===== src/hdl/fwg_guard_dummy_none.sv =====
`timescale 1ns/1ps


===== src/pkg/fwg_pkg.sv =====
package fwg_pkg;

  // Opcodes
  localparam logic [7:0] FWG_OP_WR_ENABLE = 8'h06;
  localparam logic [7:0] FWG_OP_WR_DISABLE = 8'h04;
  localparam logic [7:0] FWG_OP_PROTECT = 8'h36;
  localparam logic [7:0] FWG_OP_UNPROTECT = 8'h39;

  // Framing
  localparam int FWG_BITS_PER_BYTE = 8;
  localparam int FWG_ADDR_BYTES = 3;
  localparam int FWG_ADDR_W = 24;

  // Sector geometry: 64-Kbyte sectors start at address bit 16
  localparam int FWG_SECTOR_LSB = 16;
  localparam int FWG_NUM_SECTORS = 64;

  // Reset values
  localparam logic FWG_WEL_RST = 1'b0;
  localparam logic FWG_PROT_RST = 1'b1;
  localparam logic [2:0] FWG_PIN_RST = 3'h4;

  // Timing of the serial clock in the bench, ns, and of the core clock
  localparam int FWG_CLK_PERIOD_NS = 50;
  localparam int FWG_SCK_PERIOD_NS = 400;
  localparam int FWG_SCK_CYCLES = FWG_SCK_PERIOD_NS / FWG_CLK_PERIOD_NS;

  typedef struct packed {
    logic cs_n;
    logic sck;
    logic si;
  } fwg_pin_t;

  typedef struct packed {
    logic valid;
    logic to_array;
    logic [FWG_ADDR_W-1:0] addr;
  } fwg_req_t;

endpackage


===== src/hdl/fwg_sync.sv =====
`timescale 1ns/1ps
module fwg_sync
  import fwg_pkg::*;
#(
  parameter int W = 3,
  parameter logic [W-1:0] RST = '0
)
(
  input wire logic clock,
  input wire logic reset,
  input wire logic clk_en,
  input wire logic [W-1:0] d,
  output logic [W-1:0] q
);

  logic [W-1:0] s1_q;
  logic [W-1:0] s2_q;
  logic [W-1:0] s3_q;
  logic [W-1:0] q_q;
  logic [W-1:0] q_d;

  // Refuse a width the synchroniser cannot carry
  if (W < 1)
  begin
    $error("fwg_sync width must be at least one");
  end

  // A bit changes only once the second and third stages agree
  always_comb
  begin
    for (int i = 0; i < W; i++)
    begin
      q_d[i] = (s2_q[i] == s3_q[i]) ? s3_q[i] : q_q[i];
    end
  end

  always_ff @(posedge clock)
  begin
    if (reset)
    begin
      s1_q <= RST;
      s2_q <= RST;
      s3_q <= RST;
      q_q <= RST;
    end
    else if (clk_en)
    begin
      s1_q <= d;
      s2_q <= s1_q;
      s3_q <= s2_q;
      q_q <= q_d;
    end
  end

  assign q = q_q;

endmodule


===== src/hdl/fwg_guard.sv =====
`timescale 1ns/1ps
// Function
// - Guarded commands need latch set beforehand
// - Opcode 06h sets latch at frame end
// - Short or misaligned latch commands change nothing
// - Opcode 04h clears latch at frame end
// - One guard flag per 64-Kbyte sector
// - All flags start guarded after reset
// - Block program/erase to guarded sectors
// - Opcode 36h plus three address bytes
// - Valid protect sets flag, clears latch
// - Short protect aborts, clears latch only
// - Lock bit: protect ignored, latch cleared
// - Opcode 39h plus three address bytes
// - Valid unprotect clears flag and latch
// - Short unprotect aborts, clears latch only
// - Lock bit: unprotect ignored, latch cleared
// - Suspend: sector commands ignored entirely
module fwg_guard
  import fwg_pkg::*;
#(
  parameter int NUM_SECTORS = FWG_NUM_SECTORS,
  parameter int SECTOR_LSB = FWG_SECTOR_LSB
)
(
  input wire logic clock,
  input wire logic reset,
  input wire logic clk_en,
  input wire fwg_pin_t pins,
  input wire logic protection_lock_bit,
  input wire logic suspended,
  input wire fwg_req_t req,
  output logic write_enable_latch_q,
  output logic [NUM_SECTORS-1:0] sector_prot_q,
  output logic grant_q,
  output logic deny_q
);

  localparam int SECW = (NUM_SECTORS > 1) ? $clog2(NUM_SECTORS) : 1;

  // Refuse geometries the flag array cannot index
  if (NUM_SECTORS < 2 || (1 << SECW) != NUM_SECTORS)
  begin
    $error("NUM_SECTORS must be a power of two, at least two");
  end
  if (SECTOR_LSB + SECW > FWG_ADDR_W)
  begin
    $error("Sector index does not fit in the byte address");
  end

  typedef enum logic [2:0] {
    ST_IDLE,
    ST_OPCODE,
    ST_ADDR,
    ST_TRAIL,
    ST_IGNORE
  } fwg_state_t;

  function automatic logic [SECW-1:0] sec_idx(input logic [FWG_ADDR_W-1:0] a);
    sec_idx = a[SECTOR_LSB +: SECW];
  endfunction

  ////////////////////////////////////////////////////////////////////////////
  // Pin synchronisers and edge detection

  fwg_pin_t pin_s;
  logic [2:0] pin_raw;

  fwg_sync #(
    .W(3),
    .RST(FWG_PIN_RST)
  ) u_sync (
    .clock(clock),
    .reset(reset),
    .clk_en(clk_en),
    .d(pins),
    .q(pin_raw)
  );

  assign pin_s = fwg_pin_t'(pin_raw);

  logic sck_prev_q;
  logic cs_prev_q;
  logic sck_rise;
  logic cs_fall;
  logic cs_rise;

  assign sck_rise = pin_s.sck & ~sck_prev_q;
  assign cs_fall = cs_prev_q & ~pin_s.cs_n;
  assign cs_rise = ~cs_prev_q & pin_s.cs_n;

  ////////////////////////////////////////////////////////////////////////////
  // Command framing

  fwg_state_t st_q;
  fwg_state_t st_d;
  logic [2:0] bit_q;
  logic [2:0] bit_d;
  logic [1:0] byte_q;
  logic [1:0] byte_d;
  logic [7:0] shift_q;
  logic [7:0] shift_d;
  logic [7:0] opcode_q;
  logic [7:0] opcode_d;
  logic [FWG_ADDR_W-1:0] addr_q;
  logic [FWG_ADDR_W-1:0] addr_d;
  logic wel_arr_q;
  logic wel_arr_d;
  logic wel_d;
  logic [NUM_SECTORS-1:0] prot_d;
  logic [7:0] byte_in;
  logic is_sector_op;
  logic aligned;

  assign byte_in = {shift_q[6:0], pin_s.si};
  assign is_sector_op = (opcode_q == FWG_OP_PROTECT) || (opcode_q == FWG_OP_UNPROTECT);
  assign aligned = (bit_q == 3'h0);

  always_comb
  begin
    st_d = st_q;
    bit_d = bit_q;
    byte_d = byte_q;
    shift_d = shift_q;
    opcode_d = opcode_q;
    addr_d = addr_q;
    wel_arr_d = wel_arr_q;
    wel_d = write_enable_latch_q;
    prot_d = sector_prot_q;
    if (cs_rise)
    begin
      st_d = ST_IDLE;
      unique case (st_q)
        ST_TRAIL:
        begin
          if (opcode_q == FWG_OP_WR_ENABLE && aligned)
            wel_d = 1'b1;
          else if (opcode_q == FWG_OP_WR_DISABLE && aligned)
            wel_d = 1'b0;
          else if (is_sector_op)
          begin
            wel_d = 1'b0;
            if (aligned && !protection_lock_bit && wel_arr_q)
              prot_d[sec_idx(addr_q)] = (opcode_q == FWG_OP_PROTECT);
          end
        end
        ST_ADDR:
        begin
          wel_d = 1'b0;
        end
        ST_IDLE, ST_OPCODE, ST_IGNORE:
        begin
          wel_d = write_enable_latch_q;
        end
      endcase
    end
    else if (cs_fall)
    begin
      st_d = ST_OPCODE;
      bit_d = 3'h0;
      byte_d = 2'h0;
    end
    else if (!pin_s.cs_n && sck_rise && st_q != ST_IDLE)
    begin
      shift_d = byte_in;
      bit_d = bit_q + 3'h1;
      if (bit_q == 3'(FWG_BITS_PER_BYTE - 1))
      begin
        unique case (st_q)
          ST_OPCODE:
          begin
            opcode_d = byte_in;
            wel_arr_d = write_enable_latch_q;
            if ((byte_in == FWG_OP_PROTECT || byte_in == FWG_OP_UNPROTECT) && suspended)
              st_d = ST_IGNORE;
            else if (byte_in == FWG_OP_PROTECT || byte_in == FWG_OP_UNPROTECT)
              st_d = ST_ADDR;
            else
              st_d = ST_TRAIL;
          end
          ST_ADDR:
          begin
            addr_d = {addr_q[FWG_ADDR_W-9:0], byte_in};
            byte_d = byte_q + 2'h1;
            if (byte_q == 2'(FWG_ADDR_BYTES - 1))
              st_d = ST_TRAIL;
          end
          ST_IDLE, ST_TRAIL, ST_IGNORE:
          begin
            st_d = st_q;
          end
        endcase
      end
    end
  end

  always_ff @(posedge clock)
  begin
    if (reset)
    begin
      sck_prev_q <= 1'b0;
      cs_prev_q <= 1'b1;
      st_q <= ST_IDLE;
      bit_q <= 3'h0;
      byte_q <= 2'h0;
      shift_q <= 8'h00;
      opcode_q <= 8'h00;
      addr_q <= 24'h000000;
      wel_arr_q <= 1'b0;
      write_enable_latch_q <= FWG_WEL_RST;
      sector_prot_q <= {NUM_SECTORS{FWG_PROT_RST}};
    end
    else if (clk_en)
    begin
      sck_prev_q <= pin_s.sck;
      cs_prev_q <= pin_s.cs_n;
      st_q <= st_d;
      bit_q <= bit_d;
      byte_q <= byte_d;
      shift_q <= shift_d;
      opcode_q <= opcode_d;
      addr_q <= addr_d;
      wel_arr_q <= wel_arr_d;
      write_enable_latch_q <= wel_d;
      sector_prot_q <= prot_d;
    end
  end

  ////////////////////////////////////////////////////////////////////////////
  // Program, erase and other latch-guarded requests

  logic grant_d;
  logic deny_d;
  logic req_ok;

  // Array writes also need the target sector unguarded
  assign req_ok = write_enable_latch_q
                  && (!req.to_array || !sector_prot_q[sec_idx(req.addr)]);

  always_comb
  begin
    grant_d = req.valid && req_ok;
    deny_d = req.valid && !req_ok;
  end

  always_ff @(posedge clock)
  begin
    if (reset)
    begin
      grant_q <= 1'b0;
      deny_q <= 1'b0;
    end
    else if (clk_en)
    begin
      grant_q <= grant_d;
      deny_q <= deny_d;
    end
  end

endmodule


===== config.mk =====
export PLATFORM = sky130hd
export DESIGN_NAME = fwg_guard
export DESIGN_NICKNAME = d
export VERILOG_FILES = /design/src/hdl/fwg_guard_dummy_none.sv /design/src/pkg/fwg_pkg.sv /design/src/hdl/fwg_sync.sv /design/src/hdl/fwg_guard.sv
export SDC_FILE = /design/constraint.sdc
export NUM_CORES = 1
export LEC_CHECK = 0
export BUFFER_PORTS_ARGS = -buffer_cell sky130_fd_sc_hd__clkbuf_2
export CORE_ASPECT_RATIO = 1.75
export CORE_MARGIN = 2
export CORE_UTILIZATION = 50
export DETAILED_ROUTE_END_ITERATION = 6
export PLACE_DENSITY = 0.72
export REMOVE_ABC_BUFFERS = 1
export SYNTH_ARGS = -nofsm -noshare
export SYNTH_HDL_FRONTEND = slang
export SYNTH_SLANG_ARGS = --single-unit

===== constraint.sdc =====
create_clock -name clock -period 2.4 [get_ports clock]
set_clock_uncertainty 0.2 [all_clocks]
set_input_delay 0.36 -clock clock [delete_from_list [all_inputs] [get_ports clock]]
set_output_delay 0.36 -clock clock [all_outputs]
set_load 0.01 [all_outputs]

==> results of run 1 <==
synthesized netlist by cell type (3+ instances only):
cell | instances | area share (%)
clkbuf_1 | 50 | 3.1
a31oi_1 | 35 | 3.6
nor2b_1 | 6 | 0.61
o211ai_1 | 3 | 0.37
or3b_2 | 3 | 0.43
nor3b_1 | 3 | 0.37
buf_2 | 8 | 0.65
and4_1 | 3 | 0.43
mux4_2 | 13 | 4.8
o21ai_0 | 8 | 0.65
nand3b_1 | 4 | 0.49
buf_6 | 4 | 0.73
nor3_1 | 3 | 0.24
dfxtp_1 | 123 | 40
nand3_1 | 9 | 0.73
ha_1 | 6 | 1.2
buf_1 | 5 | 0.31
inv_1 | 43 | 2.6
or3_1 | 3 | 0.31
nor4bb_1 | 3 | 0.49
nand2_1 | 57 | 3.5
nor2_1 | 67 | 4.1
o41a_1 | 32 | 5.9
a311o_1 | 66 | 11
mux2i_1 | 36 | 5.9
a21oi_1 | 29 | 2.4
o2111ai_1 | 3 | 0.43
nand2b_1 | 4 | 0.41
a21o_1 | 3 | 0.37
tightest hold or removal path: cells and delay by family:
kind | cells | cell delay [ns]
simple gates | 1 | 0.07
mux | 1 | 0.06
buf+inv | 1 | 0.09
worst max-delay path by stage:
| stage | cells after the start | start | end | slack, ns |
|---|---|---|---|---|
| after floorplan | 3 | opcode_q[4] | sector_prot_q[0] | -0.94 |
| after global placement | 7 | opcode_q[4] | sector_prot_q[55] | -0.06 |
| after detailed placement | 7 | opcode_q[4] | sector_prot_q[49] | -0.12 |
| after CTS | 9 | bit_q[0] | sector_prot_q[50] | -0.09 |
| after global routing | 6 | opcode_q[4] | sector_prot_q[18] | -0.17 |
| final | 6 | opcode_q[6] | sector_prot_q[32] | -0.13 |
sequential cells by signal (all words and copies together) (netlist names), 7 cells and up:
register / cells
addr_q: 18
shift_q: 7
opcode_q: 8
sector_prot_q: 64
metrics by stage:
step | setup TNS, ns | utilization, % | power (mW)
floorplan | -60.35 | - | 2.160
global placement | -2.228 | 56.64 | 2.256
detailed placement | -5.062 | 56.64 | 2.261
CTS | -1.698 | 62.37 | 4.754
global route | -7.153 | 62.90 | 4.849
finish | -3.644 | 62.90 | 4.737
routing by layer:
metal / global-route usage, % / vias up
met1: 30.20 / 2816
met2: 47.46 / 243
met4: 15.54 / 0
li1: - / 2644
met3: 6.140 / 54
met5: 0 / -
cell type report:
type                    count  share of cell area, %
flip-flops and latches    123                  32.65
multi-input cells         427                  43.16
repair buffers            118                  11.60
inverters                  44                  2.188
clock buffers              20                  6.049
well taps                 165                  2.735
clock inverters            12                  1.624
logic make-up after synthesis:
family	count (synthesis)	synth area share (%)
compound gates	190	25.97
fa+ha+maj	6	1.225
buf+inv	111	7.452
flops	123	40.18
mux	50	10.84
simple gates	181	14.33
power by group:
part | total [mW] | internal, mW | leakage [nW] | switching, mW
clock network | 2.51 | 1.57 | 0.285 | 0.941
logic | 0.162 | 0.0597 | 1.66 | 0.103
registers | 2.06 | 2.05 | 0.996 | 0.00873
repair_timing:
item | 4_1_cts | 5_1_grt
pin swaps | 2 | 11
setup buffers | 1 | 0
resized for setup | 15 | 2
hold endpoints to repair | 2 | 0
cloned | 2 | 2
endpoints found under the setup margin | 64 | 65
hold buffers | 2 | 0
==> run_results.csv, run 1 <==
group,metric,value,unit
sta,finalSetupViolCount,62,
clock_tree,cts_buffers,17,
route,dr.pass1.iters,6,
route,wire_per_inst,19.77,um
final_layout,area_growth,23.19,%
final_layout,final_cells,909,
floorplan,die_h,150.5,um
clock_tree,numClockSinks,123,
worst_setup_path,r2r_setup_slack,-0.13,ns
route,wl,17970,um
floorplan,rows,53,
yosys,async_flop_share,0,%
placement,io_buffers,82,
placement,dp_hpwl,11490,um
sta,max_freq,395.7,MHz
yosys,synth.yosys.warnings,0,
route,highest_layer,"met4",
placement,place_area,0.006798,sq mm
worst_setup_path,r2r_cells,6,
final_layout,antennaDiodeCount,0,
route,routed-via-count,5757,
outcome,violations,"setup timing",
global_routing,antenna_found_initial,0,
route,drc,0,
sta,maxSlewHeadroom,45.94,%
worst_setup_path,timing.rr.end,"sector_prot_q[32]",
worst_setup_path,crit_slowest_cell,"or4bb_4",
sta,setup_ws,-0.1274,ns
outcome,status,"finished, violations left",
worst_setup_path,cp_max_fo,16,
worst_setup_path,worstSetupEndpointType,"register",
worst_setup_path,critPathMaxStageDelay,0.57,ns
sta,finalHoldViolCount,0,
yosys,ys_seq_area_share,40.18,%
sta,worstMarginPinSlew,0.8109,ns
yosys,ys.flop_type,"dfxtp_1",
clock_tree,root_buffer,"clkbuf_16",
sta,drv_slew,0,
final_layout,final_area,0.007550,sq mm
clock_tree,cts_tree,"yes",
global_routing,grt_pass1_vias,5682,
sta,rsz0062_at_grt,"true",
final_layout,fin_nets,771,
worst_setup_path,crit_buf_inv,1,
power,p_leak,2.940,nW
floorplan,core_area,0.01200,sq mm
sta,post-route-period-util,105.3,%
clock_tree,clk_pin_slew,0.05,ns
worst_setup_path,rr_startpoint,"opcode_q[6]",
route,ant_nets,0,
placement,place_ws,-0.1206,ns
sta,fin_crit,2.527,ns
route,drt_iter0_drc,375,
worst_setup_path,critPathKind,"register to register",
global_routing,grt_overflow,0,
final_layout,fill_cells,991,
route,wl_met3,1195,um
yosys,synthesis.area,0.006128,sq mm
hold_path,min_path_cells,3,
yosys,syn_inst,661,
clock_tree,cts_htree_levels,4,
yosys,synth_seq_cells,123,
final_layout,layout_common_cells,"dfxtp_1 (121), clkbuf_2 (81), a311o_1 (66), nor2_1 (65), nand2_1 (57)",
final_layout,seq_area,0.002465,sq mm
placement,post-place-cells,870,
worst_setup_path,worst_ep_required_time,2.49,ns
final_layout,drive_gt1_share,23.92,%
worst_setup_path,start_kind,"register",
worst_setup_path,path_cells,"or4bb_4, a21oi_4, nand4_4, clkbuf_16, o41a_1, a311o_1",
yosys,synth-edff-count,0,
yosys,avgSynthCellArea,9.271,sq um
floorplan,dieArea,0.01319,sq mm
hold_path,hold_path.class,"input pin to register",
worst_setup_path,path_delay_family,"compound AO/OA/AOI/OAI gates",
placement,gp_congestion,0.8277,
floorplan,die_x,87.69,um
worst_setup_path,arrival,2.62,ns
final_layout,final_common_cell,"dfxtp_1",
sta,holdWs,0.001670,ns
power,irDropWorstVdd,601.6,uV
route,met2WireLength,9506,um
global_routing,grt_pass1_wl,28230,um
clock_tree,cts_buffer_depth,2,
floorplan,start_util,51.06,%
hold_path,min-delay-start,"pins[0]",
global_routing,grt_max_degree,65,
route,vias_per_cell,6.333,
route,wl_met1,6565,um
floorplan,ios,101,
hold_path,worstHoldEndpoint,"u_sync.s1_q[0]",
job,max_cap_viol_count,0,
yosys,ys_types,51,
power,powerDensity,627.5,mW/mm^2
final_layout,multi_input_area,0.003258,sq mm
global_routing,track_usage,27.42,%
clock_tree,clk_latency,0.42,ns
Power figures use the tool's default switching activity.
==> inputs of run 2 (changes only) <==
--- a/config.mk
+++ b/config.mk
@@ -10,7 +10,7 @@
 export CORE_MARGIN = 2
 export CORE_UTILIZATION = 50
 export DETAILED_ROUTE_END_ITERATION = 6
-export PLACE_DENSITY = 0.72
+export PLACE_DENSITY = 0.78
 export REMOVE_ABC_BUFFERS = 1
 export SYNTH_ARGS = -nofsm -noshare
 export SYNTH_HDL_FRONTEND = slang
==> constraint.sdc (replaced) <==
create_clock -name clock -period 3.2 [get_ports clock]
set_clock_uncertainty 0.2 [all_clocks]
set_input_delay 0.48 -clock clock [delete_from_list [all_inputs] [get_ports clock]]
set_output_delay 0.48 -clock clock [all_outputs]
set_load 0.01 [all_outputs]
==> run_results.csv, run 2 (same netlist as run 1, synthesis figures left out) <==
group,metric,value,unit
route,drc,0,
job,max_cap_viol_count,0,
final_layout,layout_common_cells,"dfxtp_1 (122), clkbuf_2 (81), a311o_1 (66), nor2_1 (65), nand2_1 (57)",
floorplan,die_h,150.5,um
power,irDropWorstVdd,413.2,uV
clock_tree,root_buffer,"clkbuf_16",
global_routing,grt_pass1_wl,26870,um
clock_tree,cts_tree,"yes",
route,ant_nets,0,
final_layout,final_util,60.05,%
final_layout,largest_reg_flops,64,
clock_tree,hold_buffers,0,
floorplan,core_area,0.01200,sq mm
final_layout,drive_gt1_share,20.91,%
worst_setup_path,arrival,3.03,ns
placement,dp_hpwl,11320,um
worst_setup_path,critPathKind,"register to register",
sta,tns,0,ns
global_routing,grt_max_degree,44,
floorplan,dieArea,0.01319,sq mm
placement,gp_congestion,0.8700,
final_layout,antennaDiodeCount,0,
clock_tree,clk_latency,0.42,ns
route,wire_per_inst,19.13,um
final_layout,reg_top3,"sector_prot_q: 64 flops, addr_q: 18 flops, opcode_q: 8 flops",
placement,place_area,0.006585,sq mm
final_layout,multi_input_area,0.003219,sq mm
route,drt_iter0_drc,376,
route,dr.pass1.iters,6,
final_layout,area_growth,17.62,%
final_layout,final_common_cell,"dfxtp_1",
clock_tree,cts_buffer_depth,2,
hold_path,hold_path.class,"input pin to register",
final_layout,seq_area,0.002464,sq mm
sta,max_freq,347.3,MHz
floorplan,ios,101,
final_layout,fill_cells,1002,
worst_setup_path,worstSetupEndpointType,"register",
clock_tree,numClockSinks,123,
global_routing,grt_overflow,0,
outcome,status,"completed",
global_routing,track_usage,25.90,%
route,wl,16970,um
worst_setup_path,start_kind,"register",
worst_setup_path,worst_ep_required_time,3.35,ns
final_layout,top_register,"sector_prot_q",
power,p_leak,2.767,nW
clock_tree,clk_pin_slew,0.05,ns
sta,finalHoldViolCount,0,
worst_setup_path,cp_max_fo,32,
sta,fin_crit,2.879,ns
final_layout,final_area,0.007208,sq mm
hold_path,min_path_cells,3,
route,vias_per_cell,6.382,
sta,finalSetupViolCount,0,
placement,io_buffers,82,
power,powerDensity,507.2,mW/mm^2
sta,rsz0062_at_grt,"false",
sta,post-route-period-util,89.98,%
sta,drv_slew,0,
final_layout,fin_nets,749,
clock_tree,cts_resized,0,
global_routing,grt_pass1_vias,5502,
clock_tree,cts_htree_levels,4,
worst_setup_path,r2r_cells,8,
clock_tree,postCtsSetupRepairBufs,0,
floorplan,rows,53,
sta,worstMarginPinSlew,0.7850,ns
sta,maxSlewHeadroom,47.61,%
clock_tree,cts_buffers,17,
global_routing,antenna_found_initial,0,
floorplan,start_util,51.06,%
route,routed-via-count,5661,
floorplan,die_x,87.69,um
## run 2: cell count changes in the layout (fill, tap and decap cells not counted), moves of 2 or more
cell / previous run / this run
buf_12: 10 / 1
dlygate4sd3_1: 2 / 0
clkbuf_8: 2 / 4
buf_4: 20 / 14
buf_6: 2 / 0
clkinvlp_4: 2 / 4
clkbuf_16: 19 / 17
clkinv_2: 6 / 2
## run 2: metal layers
metal / up-vias / global-route usage (%) / part of all wire, % / wire, um
met5: - / 0 / 0 / 0
met1: 2718 / 28.43 / 36 / 6107
met2: 279 / 44.43 / 52 / 8837
li1: 2599 / - / - / -
met4: 0 / 15.00 / 4.7 / 804
met3: 65 / 6.305 / 7.2 / 1217
## run 2: path summary, 6_finish.rpt
kind                                   from           endpoint  slack, ns
worst max-delay path            u_sync.q[2]  sector_prot_q[49]       0.32
worst min-delay path                pins[0]     u_sync.s1_q[0]       0.10
worst max register to register  u_sync.q[2]  sector_prot_q[49]       0.32
worst min register to register    addr_q[0]          addr_q[8]       0.26
## run 2: worst max-delay path, cell delays in order (launching register included)
cell and delay (ns):
dfxtp_1 0.41, ha_1 0.25, nand2_1 0.13, nor4b_1 0.42
and4_1 0.34, buf_4 0.27, and2_1 0.16, buf_4 0.36
a311o_1 0.27
## run 2: cell type report
| cell class | instances | share of cell area [%] |
|---|---|---|
| clock buffers | 22 | 6.718 |
| well taps | 165 | 2.864 |
| multi-input cells | 427 | 44.66 |
| repair buffers | 96 | 7.360 |
| flip-flops and latches | 123 | 34.18 |
| clock inverters | 10 | 1.927 |
| inverters | 44 | 2.291 |
## run 2: per-stage QoR
stage / cells / setup slack (ns) / hold WS [ns] / power (mW)
2_1_floorplan: 594 / -0.1430 / 0.2260 / 1.620
3_3_place_gp: 855 / 0.4812 / 0.2409 / 1.685
3_5_place_dp: 855 / 0.3947 / 0.2461 / 1.689
4_1_cts: 887 / 0.3527 / 0.09611 / 3.670
5_1_grt: 887 / 0.09032 / 0.09967 / 3.741
6_report: 887 / 0.3207 / 0.1037 / 3.656
## run 2: where the power goes
group          total (mW)  internal (mW)  leakage [nW]  switching [mW]
registers            1.55           1.54         0.995         0.00622
logic               0.112         0.0384          1.48          0.0736
clock network        2.00           1.30         0.294           0.694
==> inputs of run 3 (changes only) <==
--- a/config.mk
+++ b/config.mk
@@ -6,11 +6,14 @@
 export NUM_CORES = 1
 export LEC_CHECK = 0
 export BUFFER_PORTS_ARGS = -buffer_cell sky130_fd_sc_hd__clkbuf_2
+export CELL_PAD_IN_SITES_DETAIL_PLACEMENT = 0
+export CELL_PAD_IN_SITES_GLOBAL_PLACEMENT = 1
 export CORE_ASPECT_RATIO = 1.75
 export CORE_MARGIN = 2
-export CORE_UTILIZATION = 50
+export CORE_UTILIZATION = 46
 export DETAILED_ROUTE_END_ITERATION = 6
-export PLACE_DENSITY = 0.78
+export HOLD_SLACK_MARGIN = 0.05
+export PLACE_DENSITY = 0.91
 export REMOVE_ABC_BUFFERS = 1
 export SYNTH_ARGS = -nofsm -noshare
 export SYNTH_HDL_FRONTEND = slang
==> run_results.csv, run 3 (same netlist as run 1, synthesis figures left out) <==
group,metric,value,unit
final_layout,top_register,"sector_prot_q",
global_routing,track_usage,24.04,%
floorplan,core_area,0.01301,sq mm
route,wl,17170,um
final_layout,area_growth,17.74,%
worst_setup_path,critPathKind,"register to register",
final_layout,largest_reg_flops,64,
worst_setup_path,start_kind,"register",
worst_setup_path,arrival,3.01,ns
clock_tree,postCtsSetupRepairBufs,0,
route,vias_per_cell,6.316,
clock_tree,cts_htree_levels,4,
sta,drv_slew,0,
final_layout,fin_nets,747,
worst_setup_path,worst_ep_required_time,3.35,ns
worst_setup_path,crit_buf_inv,1,
clock_tree,clk_pin_slew,0.05,ns
sta,max_freq,350.4,MHz
route,drt_iter0_drc,368,
route,drc,0,
outcome,status,"completed",
sta,worstMarginPinSlew,0.7715,ns
route,wire_per_inst,19.27,um
clock_tree,cts_tree,"yes",
floorplan,die_h,156.7,um
sta,maxSlewHeadroom,48.57,%
placement,place_ws,0.4109,ns
global_routing,grt_pass1_vias,5538,
final_layout,antennaDiodeCount,0,
route,routed-via-count,5628,
final_layout,final_cells,891,
worst_setup_path,crit_slowest_cell,"and2_1",
power,irDropWorstVdd,377.2,uV
global_routing,grt_overflow,0,
placement,post-place-cells,859,
placement,io_buffers,82,
global_routing,grt_pass1_wl,27510,um
final_layout,layout_common_cells,"dfxtp_1 (122), clkbuf_2 (81), a311o_1 (66), nor2_1 (65), nand2_1 (57)",
final_layout,drive_gt1_share,20.56,%
worst_setup_path,critPathMaxStageDelay,0.51,ns
floorplan,die_x,91.25,um
power,powerDensity,514.3,mW/mm^2
clock_tree,cts_buffer_depth,2,
global_routing,antenna_found_initial,0,
clock_tree,root_buffer,"clkbuf_16",
global_routing,grt_max_degree,59,
sta,fin_crit,2.854,ns
floorplan,start_util,47.12,%
final_layout,final_util,55.48,%
job,max_cap_viol_count,0,
sta,holdWs,0.08660,ns
final_layout,reg_top3,"sector_prot_q: 64 flops, addr_q: 18 flops, opcode_q: 8 flops",
sta,tns,0,ns
power,p_leak,2.761,nW
placement,dp_hpwl,11530,um
clock_tree,numClockSinks,123,
floorplan,rows,55,
clock_tree,cts_resized,0,
worst_setup_path,path_cells,"ha_1, nand2_1, nor4b_1, and4_1, and2_1, buf_4, a311o_1",
floorplan,ios,101,
route,dr.pass1.iters,5,
worst_setup_path,worstSetupEndpointType,"register",
clock_tree,cts_buffers,17,
worst_setup_path,path_delay_family,"simple AND/OR/NAND/NOR gates",
floorplan,dieArea,0.01430,sq mm
clock_tree,clk_latency,0.42,ns
route,ant_nets,0,
sta,post-route-period-util,89.19,%
hold_path,hold_path.class,"input pin to register",
clock_tree,hold_buffers,0,
worst_setup_path,cp_max_fo,20,
sta,rsz0062_at_grt,"false",
final_layout,final_common_cell,"dfxtp_1",
sta,finalSetupViolCount,0,
placement,gp_congestion,0.9026,
sta,setup_ws,0.3458,ns
sta,finalHoldViolCount,0,
run 3: routing by layer:
layer  GRT usage, %  vias to the layer above  wire (um)
li1               -                     2602          -
met1          26.22                     2731       6392
met2          43.07                      232       8930
met3          5.489                       63       1131
met4          12.55                        0        716
met5              0                        -          0
run 3: where the power goes:
part / internal (mW) / switching (mW)
Combinational: 0.0375 / 0.0717
Sequential: 1.54 / 0.00613
Clock: 1.36 / 0.692
run 3: cell type report:
type | instances | area (sq um)
Clock buffer | 22 | 474.2
Clock inverter | 10 | 163.9
Multi-Input combinational cell | 427 | 3219
Tap cell | 171 | 214.0
Fill cell | 1156 | 5791
Timing Repair Buffer | 94 | 515.5
Sequential cell | 123 | 2464
Inverter | 44 | 165.2
run 3: worst paths after layout:
check	from	end	slack [ns]	cells after the start
max	u_sync.q[2]	sector_prot_q[17]	0.35	7
min	pins[2]	u_sync.s1_q[2]	0.09	3
max reg2reg	u_sync.q[2]	sector_prot_q[17]	0.35	7
min reg2reg	addr_q[8]	addr_q[16]	0.25	2
run 3: worst min-delay path: stages:
cell      delay, ns
clkbuf_2       0.07
mux2i_1        0.06
nand2_1        0.06
run 3: through the flow:
step / cell area [sq um] / total power, mW
2_1_floorplan: 5837 / 1.620
3_3_place_gp: 6578 / 1.684
3_5_place_dp: 6578 / 1.686
4_1_cts: 7216 / 3.727
5_1_grt: 7216 / 3.808
6_report: 7216 / 3.711
